## config.mk

```make
export PLATFORM = sky130hd
export DESIGN_NAME = bps_boot_power
export DESIGN_NICKNAME = d
export VERILOG_FILES = /design/src/logic/bps_pkg.sv /design/src/logic/bps_debounce.sv /design/src/logic/bps_boot_power.sv
export SDC_FILE = /design/constraint.sdc
export NUM_CORES = 1
export LEC_CHECK = 0
export ABC_AREA = 1
export BUFFER_PORTS_ARGS = -buffer_cell sky130_fd_sc_hd__clkbuf_2
export CORE_MARGIN = 5
export CORE_UTILIZATION = 32
export CTS_CLUSTER_DIAMETER = 200
export CTS_CLUSTER_SIZE = 25
export DETAILED_ROUTE_END_ITERATION = 10
export SLEW_MARGIN = 30
export SYNTH_ARGS = -nofsm -noshare
export SYNTH_HDL_FRONTEND = slang
export SYNTH_SLANG_ARGS = --single-unit
```

## constraint.sdc

```tcl
create_clock -name ref_clk_i -period 2.1 [get_ports ref_clk_i]
set_input_delay 0.315 -clock ref_clk_i [delete_from_list [all_inputs] [get_ports ref_clk_i]]
set_output_delay 0.315 -clock ref_clk_i [all_outputs]
set_load 0.02 [all_outputs]
```

## src/logic/bps_pkg.sv

```systemverilog
/*
 * constants, register map and state type of the boot select and power signal block.
 * assumes a 10 MHz reference clock; slow timing counts run on a 32 kHz suspend tick.
 */
package bps_pkg;

   ////////////////////////////////////////////////////////////////////////////////////////////////////
   // clocking and timing
   localparam int unsigned REF_HZ = 10_000_000;
   localparam int unsigned SUSCLK_HZ = 32_000;
   localparam int unsigned SUS_HALF_CYCLES = REF_HZ / (2 * SUSCLK_HZ);
   localparam int unsigned DEBOUNCE_MS = 16;
   localparam int unsigned DEBOUNCE_TICKS = DEBOUNCE_MS * SUSCLK_HZ / 1000;
   localparam int unsigned RSTHOLD_MS = 5;
   localparam int unsigned RSTHOLD_TICKS = (RSTHOLD_MS * SUSCLK_HZ + 999) / 1000;
   localparam int unsigned OVERRIDE_S = 4;
   localparam int unsigned OVERRIDE_TICKS = OVERRIDE_S * SUSCLK_HZ;
   localparam int unsigned SUS_PREP_TICKS = 2;
   localparam int unsigned TICK_W = 17;
   localparam int unsigned DIV_W = 9;

   ////////////////////////////////////////////////////////////////////////////////////////////////////
   // register offsets (byte addresses)
   localparam logic [7:0] OFS_CTRL = 8'h00;
   localparam logic [7:0] OFS_RSTCTL = 8'h04;
   localparam logic [7:0] OFS_SLEEP = 8'h08;
   localparam logic [7:0] OFS_STATUS = 8'h0c;

   // control, reset control and sleep register fields
   localparam int unsigned CTRL_TS_BIT = 0;
   localparam int unsigned CTRL_LOCK_BIT = 1;
   localparam int unsigned CTRL_BBSZ_LSB = 2;
   localparam int unsigned CTRL_SCI_EN_BIT = 4;
   localparam int unsigned CTRL_BATSMI_EN_BIT = 5;
   localparam int unsigned CTRL_PWRBTN_EN_BIT = 6;
   localparam int unsigned RSTCTL_HARD_BIT = 1;
   localparam int unsigned SLEEP_TYPE_LSB = 0;
   localparam int unsigned SLEEP_GO_BIT = 2;

   // status register fields
   localparam int unsigned STS_PWRBTN_BIT = 0;
   localparam int unsigned STS_BATLOW_BIT = 1;

   // reset values
   localparam logic [1:0] BBSZ_RESET = 2'h0;
   localparam logic EN_RESET = 1'b0;
   localparam logic BBS_STRAP_RESET = 1'b1;

   // sleep type codes and boot address
   localparam logic [1:0] SLP_TYPE_S3 = 2'h1;
   localparam logic [1:0] SLP_TYPE_S4 = 2'h2;
   localparam logic [1:0] SLP_TYPE_S5 = 2'h3;
   localparam int unsigned BOOT_ADDR_LSB = 16;

   typedef enum logic [2:0] {BPS_S0, BPS_PREP, BPS_S3, BPS_S4, BPS_S5} bps_state_type;

endpackage

```

## src/logic/bps_debounce.sv

```systemverilog
/*
 * two-flop synchroniser and tick-counted debounce filter for one active-low button pin.
 * assumes tick_i is a one-cycle enable from the suspend clock divider.
 */
`timescale 1ns/100ps
module bps_debounce #(
   parameter int unsigned TICKS = bps_pkg::DEBOUNCE_TICKS
) (
   input wire logic ref_clk_i,  // reference clock
   input wire logic reset_i,    // synchronous reset
   input wire logic tick_i,     // suspend clock tick
   input wire logic pin_n_i,    // raw button pin, low when pressed
   output logic pressed_o,      // filtered level, high when pressed
   output logic press_o         // one-cycle pulse on a filtered press
);

   logic meta_q;
   logic sync_q;
   logic level_q;
   logic press_q;
   logic [bps_pkg::TICK_W-1:0] cnt_q;
   wire differ = sync_q != level_q;
   wire settled = differ && tick_i && (cnt_q == bps_pkg::TICK_W'(TICKS - 1));

   always_ff @(posedge ref_clk_i) begin
      if (reset_i) begin
         meta_q <= 1'b0;
         sync_q <= 1'b0;
      end else begin
         meta_q <= ~pin_n_i;
         sync_q <= meta_q;
      end
   end

   // counter restarts whenever the input agrees with the filtered level
   always_ff @(posedge ref_clk_i) begin
      if (reset_i || !differ) begin
         cnt_q <= '0;
      end else if (tick_i) begin
         cnt_q <= cnt_q + 1'b1;
      end
   end

   always_ff @(posedge ref_clk_i) begin
      if (reset_i) begin
         level_q <= 1'b0;
         press_q <= 1'b0;
      end else begin
         level_q <= settled ? sync_q : level_q;
         press_q <= settled && sync_q;
      end
   end

   assign pressed_o = level_q;
   assign press_o = press_q;

endmodule // bps_debounce

```

## src/logic/bps_boot_power.sv

```systemverilog
/*
 * boot source selection, top-swap address redirection and power management pins.
 * assumes reset_i is the resume-well reset and rtc_reset_i clears only the always-on well.
 */
// Strobed register access and the register addresses are this design's own decisions.
// Overview of operation
// top-swap inverts one fetch address bit chosen by boot block size.
// while top-swap is active all boot fetches go to the secondary sector.
// software top-swap bit lives in the always-on well, survives power-down.
// top-swap bit writes are ignored once the boot lock bit is set.
// active-low top-swap strap sampled at power-up activates top-swap.
// asserted strap forces top-swap without changing the stored bit.
// strap asserted keeps the top-swap bit unchangeable until next deasserted power-up.
// boot-source strap low selects low-pin-count bus, high selects serial flash.
// secure boot forbids booting from the low-pin-count bus.
// platform reset asserted at power-up and on software hard reset.
// power button press in working state raises management or ACPI interrupt.
// power button press during sleep is a wake event.
// button held past override time forces soft-off.
// power button is debounced before any action.
// debounced reset button forces an internal reset.
// S4 plane control asserted in S4 or S5.
// S3 plane control asserted in S3, S4 or S5.
// suspend status asserted ahead of entering a low-power state; the override path enters S5 with no step ahead of it.
// continuous suspend clock output from the slow oscillator divider; here it is divided from the 10 MHz reference clock.
// suspend power-down acknowledge asserted when suspend well is not needed.
// battery low can raise a management interrupt.
// reset-button reset is held for its full duration regardless of button.
// override timer counts only in the working state.
// timing counts suspend ticks; counters restart when button deasserts.
// straps captured once after resume reset release and held.
`timescale 1ns/100ps
module bps_boot_power #(
   parameter int unsigned ADDR_W = 32,
   parameter int unsigned SUS_HALF = bps_pkg::SUS_HALF_CYCLES,
   parameter int unsigned DEB_TICKS = bps_pkg::DEBOUNCE_TICKS,
   parameter int unsigned HOLD_TICKS = bps_pkg::RSTHOLD_TICKS,
   parameter int unsigned OVR_TICKS = bps_pkg::OVERRIDE_TICKS,
   parameter int unsigned PREP_TICKS = bps_pkg::SUS_PREP_TICKS
) (
   input wire logic ref_clk_i,                // 10 MHz clock
   input wire logic reset_i,                  // resume-well reset, sync high
   input wire logic rtc_reset_i,              // always-on well reset, sync high
   input wire logic [7:0] reg_addr_i,         // register byte address
   input wire logic [31:0] reg_wdata_i,       // register write data
   input wire logic reg_wr_i,                 // write strobe
   input wire logic reg_rd_i,                 // read strobe
   output logic [31:0] reg_rdata_o,           // read data, cycle after strobe
   input wire logic secure_boot_i,            // secure boot enabled
   input wire logic boot_fetch_i,             // current fetch is boot code
   input wire logic [ADDR_W-1:0] fetch_addr_i, // processor fetch address
   output logic [ADDR_W-1:0] fetch_addr_o,    // redirected fetch address
   output logic boot_from_spi_o,              // boot from serial flash
   input wire logic suspend_gpio_two_n_i,     // top-swap strap pin, low active
   input wire logic suspend_gpio_four_i,      // boot-source strap pin
   input wire logic power_button_n_i,         // power button pin
   input wire logic reset_button_n_i,         // reset button pin
   input wire logic battery_low_n_i,          // battery low pin
   input wire logic mains_present_i,          // mains power present pin
   output logic platform_reset_n_o,           // platform reset
   output logic internal_reset_o,             // internal reset request
   output logic sleep_plane4_ctrl_n_o,        // S4 plane control
   output logic sleep_plane3_ctrl_n_o,        // S3 plane control
   output logic suspend_status_n_o,           // suspend status
   output logic suspend_clock_out_o,          // suspend clock
   output logic suspend_powerdown_ack_o,      // suspend power-down acknowledge
   output logic mgmt_interrupt_n_o,           // management interrupt, low active
   output logic acpi_event_interrupt_o        // ACPI event interrupt
);

   ////////////////////////////////////////////////////////////////////////////////////////////////////
   // declarations
   logic [3:0] pin_m_q;
   logic [3:0] pin_s_q;
   logic [1:0] cap_cnt_q;
   logic ts_strap_q;
   logic bbs_strap_q;
   logic ts_bit_q;
   logic lock_q;
   logic [1:0] bbsz_q;
   logic sci_en_q;
   logic batsmi_en_q;
   logic pwrbtn_en_q;
   logic [ADDR_W-1:0] fetch_addr_q;
   logic [bps_pkg::DIV_W-1:0] div_q;
   logic susclk_q;
   logic [bps_pkg::TICK_W-1:0] ovr_q;
   logic [bps_pkg::TICK_W-1:0] hold_q;
   logic hold_act_q;
   logic armed_q;
   logic [1:0] prep_q;
   logic [1:0] slp_tgt_q;
   bps_pkg::bps_state_type state_q;
   bps_pkg::bps_state_type state_d;
   logic pwrbtn_sts_q;
   logic batlow_sts_q;
   logic bat_lvl_q;
   logic pltrst_n_q;
   logic smi_n_q;
   logic sci_q;
   logic [31:0] rdata_q;
   logic pb_lvl;
   logic pb_press;
   logic rb_lvl;

   ////////////////////////////////////////////////////////////////////////////////////////////////////
   // decode
   wire wr_ctrl = reg_wr_i && (reg_addr_i == bps_pkg::OFS_CTRL);
   wire wr_rst = reg_wr_i && (reg_addr_i == bps_pkg::OFS_RSTCTL);
   wire wr_sleep = reg_wr_i && (reg_addr_i == bps_pkg::OFS_SLEEP);
   wire wr_status = reg_wr_i && (reg_addr_i == bps_pkg::OFS_STATUS);
   wire cap_done = cap_cnt_q == 2'h3;
   wire cap_now = cap_cnt_q == 2'h2;
   wire ts_wr = wr_ctrl && cap_done && !lock_q && !ts_strap_q;
   wire ts_active = ts_bit_q || ts_strap_q;
   wire [1:0] bbsz_sel = (bbsz_q == 2'h3) ? 2'h2 : bbsz_q;
   wire [ADDR_W-1:0] flip_mask = ADDR_W'(1) << (bps_pkg::BOOT_ADDR_LSB + 32'(bbsz_sel));
   wire tick = !susclk_q && (div_q == bps_pkg::DIV_W'(SUS_HALF - 1));
   wire in_s0 = state_q == bps_pkg::BPS_S0;
   wire asleep = (state_q == bps_pkg::BPS_S3) || (state_q == bps_pkg::BPS_S4) || (state_q == bps_pkg::BPS_S5);
   wire ovr_hit = in_s0 && pb_lvl && tick && (ovr_q == bps_pkg::TICK_W'(OVR_TICKS - 1));
   wire prep_done = tick && (prep_q == 2'(PREP_TICKS - 1));
   wire hard_req = wr_rst && reg_wdata_i[bps_pkg::RSTCTL_HARD_BIT];
   wire btn_req = rb_lvl && armed_q && !hold_act_q;
   wire hold_end = hold_act_q && tick && (hold_q == bps_pkg::TICK_W'(HOLD_TICKS - 1));
   wire sleep_go = wr_sleep && reg_wdata_i[bps_pkg::SLEEP_GO_BIT] && (reg_wdata_i[1:0] != 2'h0);
   wire bat_lvl = !pin_s_q[2];
   wire pwrbtn_set = in_s0 && pb_press;
   wire batlow_set = bat_lvl && !bat_lvl_q;
   wire pwrbtn_clr = wr_status && reg_wdata_i[bps_pkg::STS_PWRBTN_BIT];
   wire batlow_clr = wr_status && reg_wdata_i[bps_pkg::STS_BATLOW_BIT];
   wire [31:0] ctrl_rd = {25'h0, pwrbtn_en_q, batsmi_en_q, sci_en_q, bbsz_q, lock_q, ts_bit_q};
   wire [31:0] sleep_rd = {30'h0, slp_tgt_q};
   wire [31:0] status_rd = {20'h0, pin_s_q[3], internal_reset_o, state_q, boot_from_spi_o, bbs_strap_q,
                            ts_strap_q, ts_active, pb_lvl, batlow_sts_q, pwrbtn_sts_q};
   wire [31:0] rd_mux = (reg_addr_i == bps_pkg::OFS_CTRL) ? ctrl_rd :
                        (reg_addr_i == bps_pkg::OFS_SLEEP) ? sleep_rd :
                        (reg_addr_i == bps_pkg::OFS_STATUS) ? status_rd : 32'h0;

   ////////////////////////////////////////////////////////////////////////////////////////////////////
   // pin synchronisers and strap capture
   always_ff @(posedge ref_clk_i) begin
      if (reset_i) begin
         // idle pin levels, so no false battery-low edge follows reset
         pin_m_q <= 4'h5;
         pin_s_q <= 4'h5;
      end else begin
         pin_m_q <= {mains_present_i, battery_low_n_i, suspend_gpio_four_i, suspend_gpio_two_n_i};
         pin_s_q <= pin_m_q;
      end
   end

   // straps are caught once the synchronisers hold post-release pin levels
   always_ff @(posedge ref_clk_i) begin
      if (reset_i) begin
         cap_cnt_q <= 2'h0;
         ts_strap_q <= 1'b0;
         bbs_strap_q <= bps_pkg::BBS_STRAP_RESET;
      end else if (!cap_done) begin
         cap_cnt_q <= cap_cnt_q + 2'h1;
         if (cap_now) begin
            ts_strap_q <= !pin_s_q[0];
            bbs_strap_q <= pin_s_q[1];
         end
      end
   end

   assign boot_from_spi_o = bbs_strap_q || secure_boot_i;

   ////////////////////////////////////////////////////////////////////////////////////////////////////
   // boot control and top swap
   always_ff @(posedge ref_clk_i) begin
      if (rtc_reset_i) begin
         ts_bit_q <= 1'b0;
      end else if (ts_wr) begin
         ts_bit_q <= reg_wdata_i[bps_pkg::CTRL_TS_BIT];
      end
   end

   always_ff @(posedge ref_clk_i) begin
      if (reset_i) begin
         lock_q <= 1'b0;
         bbsz_q <= bps_pkg::BBSZ_RESET;
         sci_en_q <= bps_pkg::EN_RESET;
         batsmi_en_q <= bps_pkg::EN_RESET;
         pwrbtn_en_q <= bps_pkg::EN_RESET;
      end else if (wr_ctrl) begin
         lock_q <= lock_q || reg_wdata_i[bps_pkg::CTRL_LOCK_BIT];
         bbsz_q <= reg_wdata_i[bps_pkg::CTRL_BBSZ_LSB +: 2];
         sci_en_q <= reg_wdata_i[bps_pkg::CTRL_SCI_EN_BIT];
         batsmi_en_q <= reg_wdata_i[bps_pkg::CTRL_BATSMI_EN_BIT];
         pwrbtn_en_q <= reg_wdata_i[bps_pkg::CTRL_PWRBTN_EN_BIT];
      end
   end

   always_ff @(posedge ref_clk_i) begin
      if (reset_i) begin
         fetch_addr_q <= '0;
      end else begin
         fetch_addr_q <= (boot_fetch_i && ts_active) ? (fetch_addr_i ^ flip_mask) : fetch_addr_i;
      end
   end

   assign fetch_addr_o = fetch_addr_q;

   ////////////////////////////////////////////////////////////////////////////////////////////////////
   // suspend clock divider, one tick per suspend clock period
   always_ff @(posedge ref_clk_i) begin
      if (reset_i) begin
         div_q <= '0;
         susclk_q <= 1'b0;
      end else if (div_q == bps_pkg::DIV_W'(SUS_HALF - 1)) begin
         div_q <= '0;
         susclk_q <= !susclk_q;
      end else begin
         div_q <= div_q + 1'b1;
      end
   end

   assign suspend_clock_out_o = susclk_q;

   bps_debounce #(
      .TICKS(DEB_TICKS)
   ) u_pwr_btn (
      .ref_clk_i(ref_clk_i),
      .reset_i(reset_i),
      .tick_i(tick),
      .pin_n_i(power_button_n_i),
      .pressed_o(pb_lvl),
      .press_o(pb_press)
   );

   bps_debounce #(
      .TICKS(DEB_TICKS)
   ) u_rst_btn (
      .ref_clk_i(ref_clk_i),
      .reset_i(reset_i),
      .tick_i(tick),
      .pin_n_i(reset_button_n_i),
      .pressed_o(rb_lvl),
      .press_o()
   );

   ////////////////////////////////////////////////////////////////////////////////////////////////////
   // power button override timer
   always_ff @(posedge ref_clk_i) begin
      if (reset_i || !pb_lvl || !in_s0) begin
         ovr_q <= '0;
      end else if (tick) begin
         ovr_q <= ovr_q + 1'b1;
      end
   end

   ////////////////////////////////////////////////////////////////////////////////////////////////////
   // sleep state machine
   always_comb begin
      state_d = state_q;
      case (state_q)
         bps_pkg::BPS_S0: begin
            if (ovr_hit) begin
               state_d = bps_pkg::BPS_S5;
            end else if (sleep_go) begin
               state_d = bps_pkg::BPS_PREP;
            end
         end
         bps_pkg::BPS_PREP: begin
            if (prep_done) begin
               case (slp_tgt_q)
                  bps_pkg::SLP_TYPE_S3: state_d = bps_pkg::BPS_S3;
                  bps_pkg::SLP_TYPE_S4: state_d = bps_pkg::BPS_S4;
                  default: state_d = bps_pkg::BPS_S5;
               endcase
            end
         end
         bps_pkg::BPS_S3, bps_pkg::BPS_S4, bps_pkg::BPS_S5: begin
            if (pb_press) begin
               state_d = bps_pkg::BPS_S0;
            end
         end
         default: state_d = bps_pkg::BPS_S0;
      endcase
   end

   always_ff @(posedge ref_clk_i) begin
      if (reset_i) begin
         state_q <= bps_pkg::BPS_S0;
         slp_tgt_q <= 2'h0;
         prep_q <= 2'h0;
      end else begin
         state_q <= state_d;
         slp_tgt_q <= (in_s0 && sleep_go) ? reg_wdata_i[bps_pkg::SLEEP_TYPE_LSB +: 2] : slp_tgt_q;
         prep_q <= (state_q != bps_pkg::BPS_PREP) ? 2'h0 : (tick ? prep_q + 2'h1 : prep_q);
      end
   end

   assign sleep_plane4_ctrl_n_o = !((state_q == bps_pkg::BPS_S4) || (state_q == bps_pkg::BPS_S5));
   assign sleep_plane3_ctrl_n_o = !asleep;
   assign suspend_status_n_o = !(asleep || (state_q == bps_pkg::BPS_PREP));
   assign suspend_powerdown_ack_o = state_q == bps_pkg::BPS_S5;

   ////////////////////////////////////////////////////////////////////////////////////////////////////
   // reset hold: power-up, software hard reset and reset button
   always_ff @(posedge ref_clk_i) begin
      if (reset_i) begin
         hold_act_q <= 1'b1;
         hold_q <= '0;
         armed_q <= 1'b1;
      end else begin
         if (btn_req || hard_req) begin
            hold_act_q <= 1'b1;
            hold_q <= '0;
         end else if (hold_end) begin
            hold_act_q <= 1'b0;
         end else if (hold_act_q && tick) begin
            hold_q <= hold_q + 1'b1;
         end
         if (btn_req) begin
            armed_q <= 1'b0;
         end else if (!rb_lvl && in_s0 && pltrst_n_q) begin
            armed_q <= 1'b1;
         end
      end
   end

   always_ff @(posedge ref_clk_i) begin
      if (reset_i) begin
         pltrst_n_q <= 1'b0;
      end else begin
         pltrst_n_q <= in_s0 && !hold_act_q;
      end
   end

   assign platform_reset_n_o = pltrst_n_q;
   assign internal_reset_o = hold_act_q;

   ////////////////////////////////////////////////////////////////////////////////////////////////////
   // event status and interrupt outputs
   always_ff @(posedge ref_clk_i) begin
      if (reset_i) begin
         pwrbtn_sts_q <= 1'b0;
         batlow_sts_q <= 1'b0;
         bat_lvl_q <= 1'b0;
         smi_n_q <= 1'b1;
         sci_q <= 1'b0;
      end else begin
         pwrbtn_sts_q <= pwrbtn_set || (pwrbtn_sts_q && !pwrbtn_clr);
         batlow_sts_q <= batlow_set || (batlow_sts_q && !batlow_clr);
         bat_lvl_q <= bat_lvl;
         smi_n_q <= !((pwrbtn_sts_q && pwrbtn_en_q && !sci_en_q) || (batlow_sts_q && batsmi_en_q));
         sci_q <= pwrbtn_sts_q && pwrbtn_en_q && sci_en_q;
      end
   end

   assign mgmt_interrupt_n_o = smi_n_q;
   assign acpi_event_interrupt_o = sci_q;

   ////////////////////////////////////////////////////////////////////////////////////////////////////
   // register read port
   always_ff @(posedge ref_clk_i) begin
      if (reset_i) begin
         rdata_q <= 32'h0;
      end else begin
         rdata_q <= reg_rd_i ? rd_mux : 32'h0;
      end
   end

   assign reg_rdata_o = rdata_q;

   ////////////////////////////////////////////////////////////////////////////////////////////////////
   // checks
   a_swap_redirect: assert property (@(posedge ref_clk_i) disable iff (reset_i)
      (boot_fetch_i && ts_active) |=> (fetch_addr_o == ($past(fetch_addr_i) ^ $past(flip_mask))))
      else $error("boot fetch not redirected under top swap");

   a_ts_lock_hold: assert property (@(posedge ref_clk_i) disable iff (reset_i || rtc_reset_i)
      (wr_ctrl && lock_q) |=> $stable(ts_bit_q))
      else $error("top swap bit changed while locked");

   a_strap_freeze: assert property (@(posedge ref_clk_i) disable iff (reset_i || rtc_reset_i)
      (wr_ctrl && ts_strap_q) |=> (ts_bit_q == $past(ts_bit_q)))
      else $error("top swap bit changed under strap");

   a_strap_force: assert property (@(posedge ref_clk_i) disable iff (reset_i)
      (ts_strap_q && boot_fetch_i) |=> (fetch_addr_o != $past(fetch_addr_i)))
      else $error("strap did not force top swap");

   a_boot_source: assert property (@(posedge ref_clk_i) disable iff (reset_i)
      (secure_boot_i || bbs_strap_q) |-> boot_from_spi_o)
      else $error("low pin count boot allowed");

   a_plane3_ctrl: assert property (@(posedge ref_clk_i) disable iff (reset_i)
      (state_q == bps_pkg::BPS_PREP) ##1 (state_q == bps_pkg::BPS_S3)
         |-> !sleep_plane3_ctrl_n_o && sleep_plane4_ctrl_n_o)
      else $error("S3 plane control wrong");

   a_plane4_ctrl: assert property (@(posedge ref_clk_i) disable iff (reset_i)
      ovr_hit |=> !sleep_plane4_ctrl_n_o && !sleep_plane3_ctrl_n_o && !suspend_powerdown_ack_o == 1'b0)
      else $error("override did not reach soft off");

   a_sleep_wake: assert property (@(posedge ref_clk_i) disable iff (reset_i)
      (asleep && pb_press) |=> in_s0 ##1 sleep_plane3_ctrl_n_o)
      else $error("power button did not wake");

   a_rst_hold: assert property (@(posedge ref_clk_i) disable iff (reset_i)
      $rose(internal_reset_o) |-> internal_reset_o[*8] ##1 !platform_reset_n_o)
      else $error("reset hold released early");

   a_sus_status: assert property (@(posedge ref_clk_i) disable iff (reset_i)
      (in_s0 && sleep_go && !ovr_hit) |=> !suspend_status_n_o && sleep_plane3_ctrl_n_o)
      else $error("suspend status not ahead of sleep");

   a_pwrbtn_event: assert property (@(posedge ref_clk_i) disable iff (reset_i)
      (pwrbtn_set && pwrbtn_en_q && !pwrbtn_clr) |=> ##1 (!mgmt_interrupt_n_o || acpi_event_interrupt_o))
      else $error("power button raised no interrupt");

endmodule // bps_boot_power

```

* After elaboration in Yosys (flattened, before gate mapping) *
Cells that the tools add are included.

storage, ports and cells
  flip-flop bits (word level) = 183
  bits in latches = 0
  bits in writable memories = 0
  memory bits (read-only) = 0
  word-level logic and storage cells = 179
  memories = 0

cells by class
  add/subtract/negate cells = 8
  multipliers = 0
  divide/modulo/power cells = 0
  $lt $le $gt $ge = 0
  equal/unequal tests = 24
  shift-type cells = 1
  multiplexer cells = 13
  bitwise logic cells = 7
  reductions and logical operators = 87

operator list
  kind                     number
  $add A17 B1 Y17 const B  4
  $logic_and A1 B1 Y1      39
  $eq A17 B9 Y1 const B    2
  $mux W32                 1
  $shl A1 B6 Y32 const A   1
  $xor A32 B32 Y32         1
  $mux W7                  3
  $logic_not A1 Y1         19
  $eq A17 B17 Y1 const B   1
  $eq A17 B8 Y1 const B    1
  $eq A8 B4 Y1 const B     2
  $logic_or A1 B1 Y1       15
  $mux W3                  4
  $add A9 B1 Y9 const B    1
  $eq A9 B8 Y1 const B     1
  $pmux W3 S3              1
  $eq A2 B2 Y1 const B     4
  $eq A8 B3 Y1 const B     1
  $logic_not A8 Y1         1
  $reduce_or A2 Y1         4
  $add A5 B2 Y6 const A    1
  $eq A3 B2 Y1 const B     2
  $ne A3 B1 Y1 const B     2
  $not A1 Y1               6
  other kinds (17)         23

* Longest topological paths before layout *
  depth after elaboration = 7
  gate-level depth with buffers = 12
  gate-level depth less buffers = 12

* Hierarchy *
A second synthesis with hierarchy kept.

unflattened totals
  cells, all modules = 1038
  area, all modules = 7494.7 sq um

by module, submodules not included
  module                     instances  cells each  area an instance (sq um)
  bps_boot_power             1          730         5336.4
  bps_debounce at u_rst_btn  1          155         1084.8
  bps_debounce at u_pwr_btn  1          153         1073.5

* Worst setup path after synthesis *
No wires, ideal clock.

  path kind = register to output
  from = register state_q[2]
  to = output port sleep_plane4_ctrl_n_o
  arrival time = 1574 ps
  data required time = 1785 ps
  setup slack = 211 ps
  stages on the path, launching flop included = 6
  path buffers = 0
  cells stage by stage = dfxtp_1 inv_1 nor3_1 a21oi_1 inv_1 o21ai_0

between the ends
  cells in the longest elaborated chain, start to end = 3

RTL lines
  item                               RTL line               text
  start, declared                    bps_boot_power.sv:93   bps_pkg::bps_state_type state_q;
  start signal, assigned             bps_boot_power.sv:286  state_q <= bps_pkg::BPS_S0;
  start signal, assigned             bps_boot_power.sv:290  state_q <= state_d;
  $eq A3 B3 Y1                       --
  named net suspend_powerdown_ack_o  bps_boot_power.sv:66   output logic suspend_powerdown_ack_o,
  $logic_or A1 B1 Y1                 bps_boot_power.sv:296  assign sleep_plane4_ctrl_n_o = !((state_q == bps_pkg::BPS_S4) || (state_q == bps_pkg::BPS_S5));
  $logic_not A1 Y1                   bps_boot_power.sv:296
  end, declared                      bps_boot_power.sv:62   output logic sleep_plane4_ctrl_n_o,

The timed path passes the listed nets, and every way through them passes these cells.

* Worst setup path after layout *
  from = register state_q[0]
  to = output port sleep_plane4_ctrl_n_o

between the ends
  cells in the longest elaborated chain, start to end = 3

RTL lines
  item                                          RTL line
  $eq A3 B2 Y1 or $eq A3 B3 Y1 (tied branches)  bps_boot_power.sv:296
  $logic_or A1 B1 Y1 (*)                        bps_boot_power.sv:296
  $logic_not A1 Y1 (*)                          bps_boot_power.sv:296

Mark *: on every way between the ends. The rest lies on a longest branch, timed or not.

==> summary.md <==
| Metric | Value |
|---|---|
| Min-Delay Path Class | `in2reg` |
| CP max stage cell | `dfxtp_1` |
| Max Cap Viol | `0` |
| Worst setup SP type | `register` |
| Synth Area in Compound Gates | `10.48%` |
| Post-DP HPWL | `13.89 mm` |
| Clock root buffer master | `clkbuf_16` |
| First-pass GRT wire length | `30.25 mm` |
| Combinational family with the most area after synthesis | `simple AND/OR/NAND/NOR gates` |
| Critical path data arrival time | `between 1.5 and 2 ns` |
| Setup TNS | `0 ns` |
| R2r setup slk | `0.30 ns` |
| Maximum clock rate | `531.6 MHz` |
| Clock slew at reported path FFs | `around 0.07 ns` |
| Worst VDD drop | `0.0004502 V` |
| Synth Area in Simple Gates | `between 30% and 40%` |
| Final Setup Violations | `0` |
| Initial Util | `between 30 and 40%` |
| Die Ht | `163.3 µm` |
| DRT iter0 DRCs | `321` |
| Critical path origin | `state_q[0]$_SDFFE_PP0P_` |
| 1st-pass router iterations | `5` |
| EDFF count, synth | `0` |
| Post-CTS setup buffer count | `0` |
| Layout cell share with drive strength beyond 1 | `18.02%` |
| Count of cell types in the netlist | `46` |
| Max Slew Vio Count | `0` |
| Commonest non-fill, non-tap cell in the layout | `nand2_1` |
| H-tree Lvls | `4` |
| Synth Area in Adders | `under 10%` |
| Pleak | `approximately 3.7 nW` |
| WL/cell | `approximately 12 µm` |
| Post-synthesis area per instance | `7.194 µm²` |
| Reg area | `0.003263 mm²` |
| CP peak stage delay | `0.44 ns` |
| Worst-Skew Late Latency | `0.44 ns` |
| Die W | `163.3 µm` |
| Post-Synth XOR/XNOR Area | `2.095%` |
| Syn. warnings | `0` |
| GRT overflow | `0` |
| CTS buffer count | `17` |
| Gpl congestion | `0.8824` |
| Multiplexer share of the synthesized area | `0%` |
| Slew headroom | `62.27%` |
| RSZ-0062 raised after global routing | `no` |
| Fin Clk Skew | `around 0.015 ns` |
| Synthesized flop and latch total | `163` |
| Bufs on Longest Clock Path | `2` |
| Antenna violations before repair | `0` |
| Sw Share | `26.33%` |
| Number of fill cells | `between 2000 and 2500` |
| Reg2reg start | `div_q[0]$_SDFF_PP0_` |
| Final period util | `89.58%` |
| Hold WS | `0.02593 ns` |
| Switching power | `0.001897 W` |
| Fin. Hold Viols | `0` |
| Reg2reg path depth | `8` |
| Area Growth Syn to Fin | `20.12%` |
| Routed Antenna Nets | `0` |
| Reg power frac | `approximately 45%` |
| Multi-input logic area | `0.003516 mm²` |
| Final #Nets | `~1300` |
| I/O pins | `~160` |
| Tmin final | `approximately 1.9 ns` |
| Most frequent cells in the layout | `nand2_1, dfxtp_1, nor2_1` |
| Post-synth ARST share | `0%` |
| Via count | `about 6800` |
| Kind of critical path | `reg2out` |
| PortBufs | `roughly 110` |
| Post-Syn Instances | `~1000` |
| Critical Path RT | `approximately 1.8 ns` |
| R2r endpoint | `u_pwr_btn.cnt_q[14]$_SDFFE_PP0N_` |
| Vias in the first global route | `6297` |
| Internal power | `0.005308 W` |
| Full die area | `0.02668 mm²` |
| Dominant synthesized flop cell | `dfxtp_1` |
| Worst slew pin tran | `approximately 0.57 ns` |
| Sink Count | `approximately 160` |
| Largest net degree at the start of global routing | `53` |
| Via density | `4.523` |
| CP cell instances | `nor3_1, a21oi_2, inv_1, o21ai_0, clkbuf_2` |
| Worst Setup End Kind | `primary output` |
| Site Rows | `56` |
| Global-route usage over all layers | `around 14%` |
| Core ar. | `0.02333 mm²` |
| Comb power frac | `about 8.7%` |
| Cell area power density | `797.2 mW/mm²` |
| CTS tree | `done` |
| DRC viols | `0` |
| Status | `finished, final reports clean` |
| Seq/Total Area, Yosys | `43.37%` |
| Clock power frac | `46.7%` |
| Hold_buf cts | `0` |
| Crit Path Max Fanout | `4` |
| WL final | `18.45 mm` |
| Ant diodes | `0` |
| Cell Area, Synth | `0.007525 mm²` |
| CP Capture Point | `sleep_plane4_ctrl_n_o` |
worst min path at each step:
| stage | from | endpoint | slack [ns] | depth (start not counted) |
|---|---|---|---|---|
| 6_report | power_button_n_i | u_pwr_btn.meta_q$_SDFF_PP0_ | 0.03 | 2 |
| 4_1_cts | power_button_n_i | u_pwr_btn.meta_q$_SDFF_PP0_ | 0.009 | 2 |
| 3_3_place_gp | pin_m_q[1]$_SDFF_PP0_ | pin_s_q[1]$_SDFF_PP0_ | 0.39 | 2 |
| 5_1_grt | power_button_n_i | u_pwr_btn.meta_q$_SDFF_PP0_ | 0.01 | 2 |
| 3_5_place_dp | pin_m_q[2]$_SDFF_PP1_ | pin_s_q[2]$_SDFF_PP1_ | 0.39 | 1 |
| 2_1_floorplan | pin_s_q[2]$_SDFF_PP1_ | bat_lvl_q$_SDFF_PP0_ | 0.38 | 1 |
worst max-delay path: cells and delay by family, from the launching register on:
family / cells / cell delay (ns)
flops: 1 / 0.44
buf+inv: 2 / 0.27
compound gates: 2 / 0.31
simple gates: 1 / 0.12
cell families (layout without fill, tap and decap cells):
group                    after synthesis  count (layout)
AND/OR/NAND/NOR                      516             516
buffers and inverters                193             310
flip-flops                           163             163
AO/OA/AOI/OAI                        146             146
XOR/XNOR                              18              18
adder cells (fa/ha/maj)                9               9
other                                  1              20
final cells by class:
cell class / instances / share of cell area (%)
clock inverters: 15 / 2.367
repair buffers: 122 / 7.004
flip-flops and latches: 163 / 36.10
clock buffers: 17 / 4.707
inverters: 156 / 6.506
multi-input cells: 709 / 38.90
well taps: 319 / 4.416
state kept, by name, summed over array words and instances (netlist names), 2 cells and up:
| register | count |
|---|---|
| fetch_addr_o | 32 |
| hold_q | 17 |
| ovr_q | 17 |
| u_pwr_btn.cnt_q | 17 |
| u_rst_btn.cnt_q | 17 |
| reg_rdata_o | 12 |
| div_q | 9 |
| pin_m_q | 4 |
| pin_s_q | 4 |
| state_q | 3 |
| bbsz_q | 2 |
| cap_cnt_q | 2 |
| prep_q | 2 |
| slp_tgt_q | 2 |
cell usage after synthesis (10+ instances only):
cell type	n	share of area, %
a21oi_1	83	5.5
buf_4	22	2.2
dfxtp_1	163	43
inv_1	140	7.0
inv_2	15	0.75
nand2_1	188	9.4
nand3_1	71	4.7
nand4_1	29	2.4
nor2_1	143	7.1
nor2_2	10	0.83
nor3_1	32	2.1
o21ai_0	37	2.5
or2_2	11	0.91
xor2_1	11	1.3
per-layer routing:
| metal | GRT usage, % | share of wire (%) | wire [µm] |
|---|---|---|---|
| met5 | 0 | 0 | 0 |
| met2 | 23.96 | 48 | 8947 |
| met1 | 16.95 | 46 | 8452 |
| met4 | 4.499 | 2.0 | 361 |
| met3 | 3.457 | 3.7 | 690 |
power groups by stage:
stage / Sequential [W] / Clock, W / Combinational (W)
3_5_place_dp: 0.00329 / 0 / 0.000623
5_1_grt: 0.00322 / 0.00357 / 0.000701
6_report: 0.00322 / 0.00336 / 0.000625
2_1_floorplan: 0.00332 / 0 / 0.000398
4_1_cts: 0.00322 / 0.00346 / 0.000634
3_3_place_gp: 0.00328 / 0 / 0.000616
per-stage QoR:
| step | util, % | area (µm²) | power, W | cells | setup slack, ns |
|---|---|---|---|---|---|
| 2_1_floorplan | - | 7596 | 0.003713 | 1065 | 0.2111 |
| 3_3_place_gp | 35.97 | 8393 | 0.003900 | 1469 | 0.2964 |
| 3_5_place_dp | 35.97 | 8393 | 0.003910 | 1469 | 0.3034 |
| 4_1_cts | 38.73 | 9036 | 0.007305 | 1501 | 0.01077 |
| 5_1_grt | 38.74 | 9039 | 0.007495 | 1501 | 0.06826 |
| 6_report | 38.74 | 9039 | 0.007205 | 1501 | 0.2188 |
timing repair:
action | CTS | global route
resized for setup | 1 | 1
pin swaps | 0 | 0
endpoints found under the setup margin | 2 | 1
Note: power is estimated with default switching activity, not from simulation.
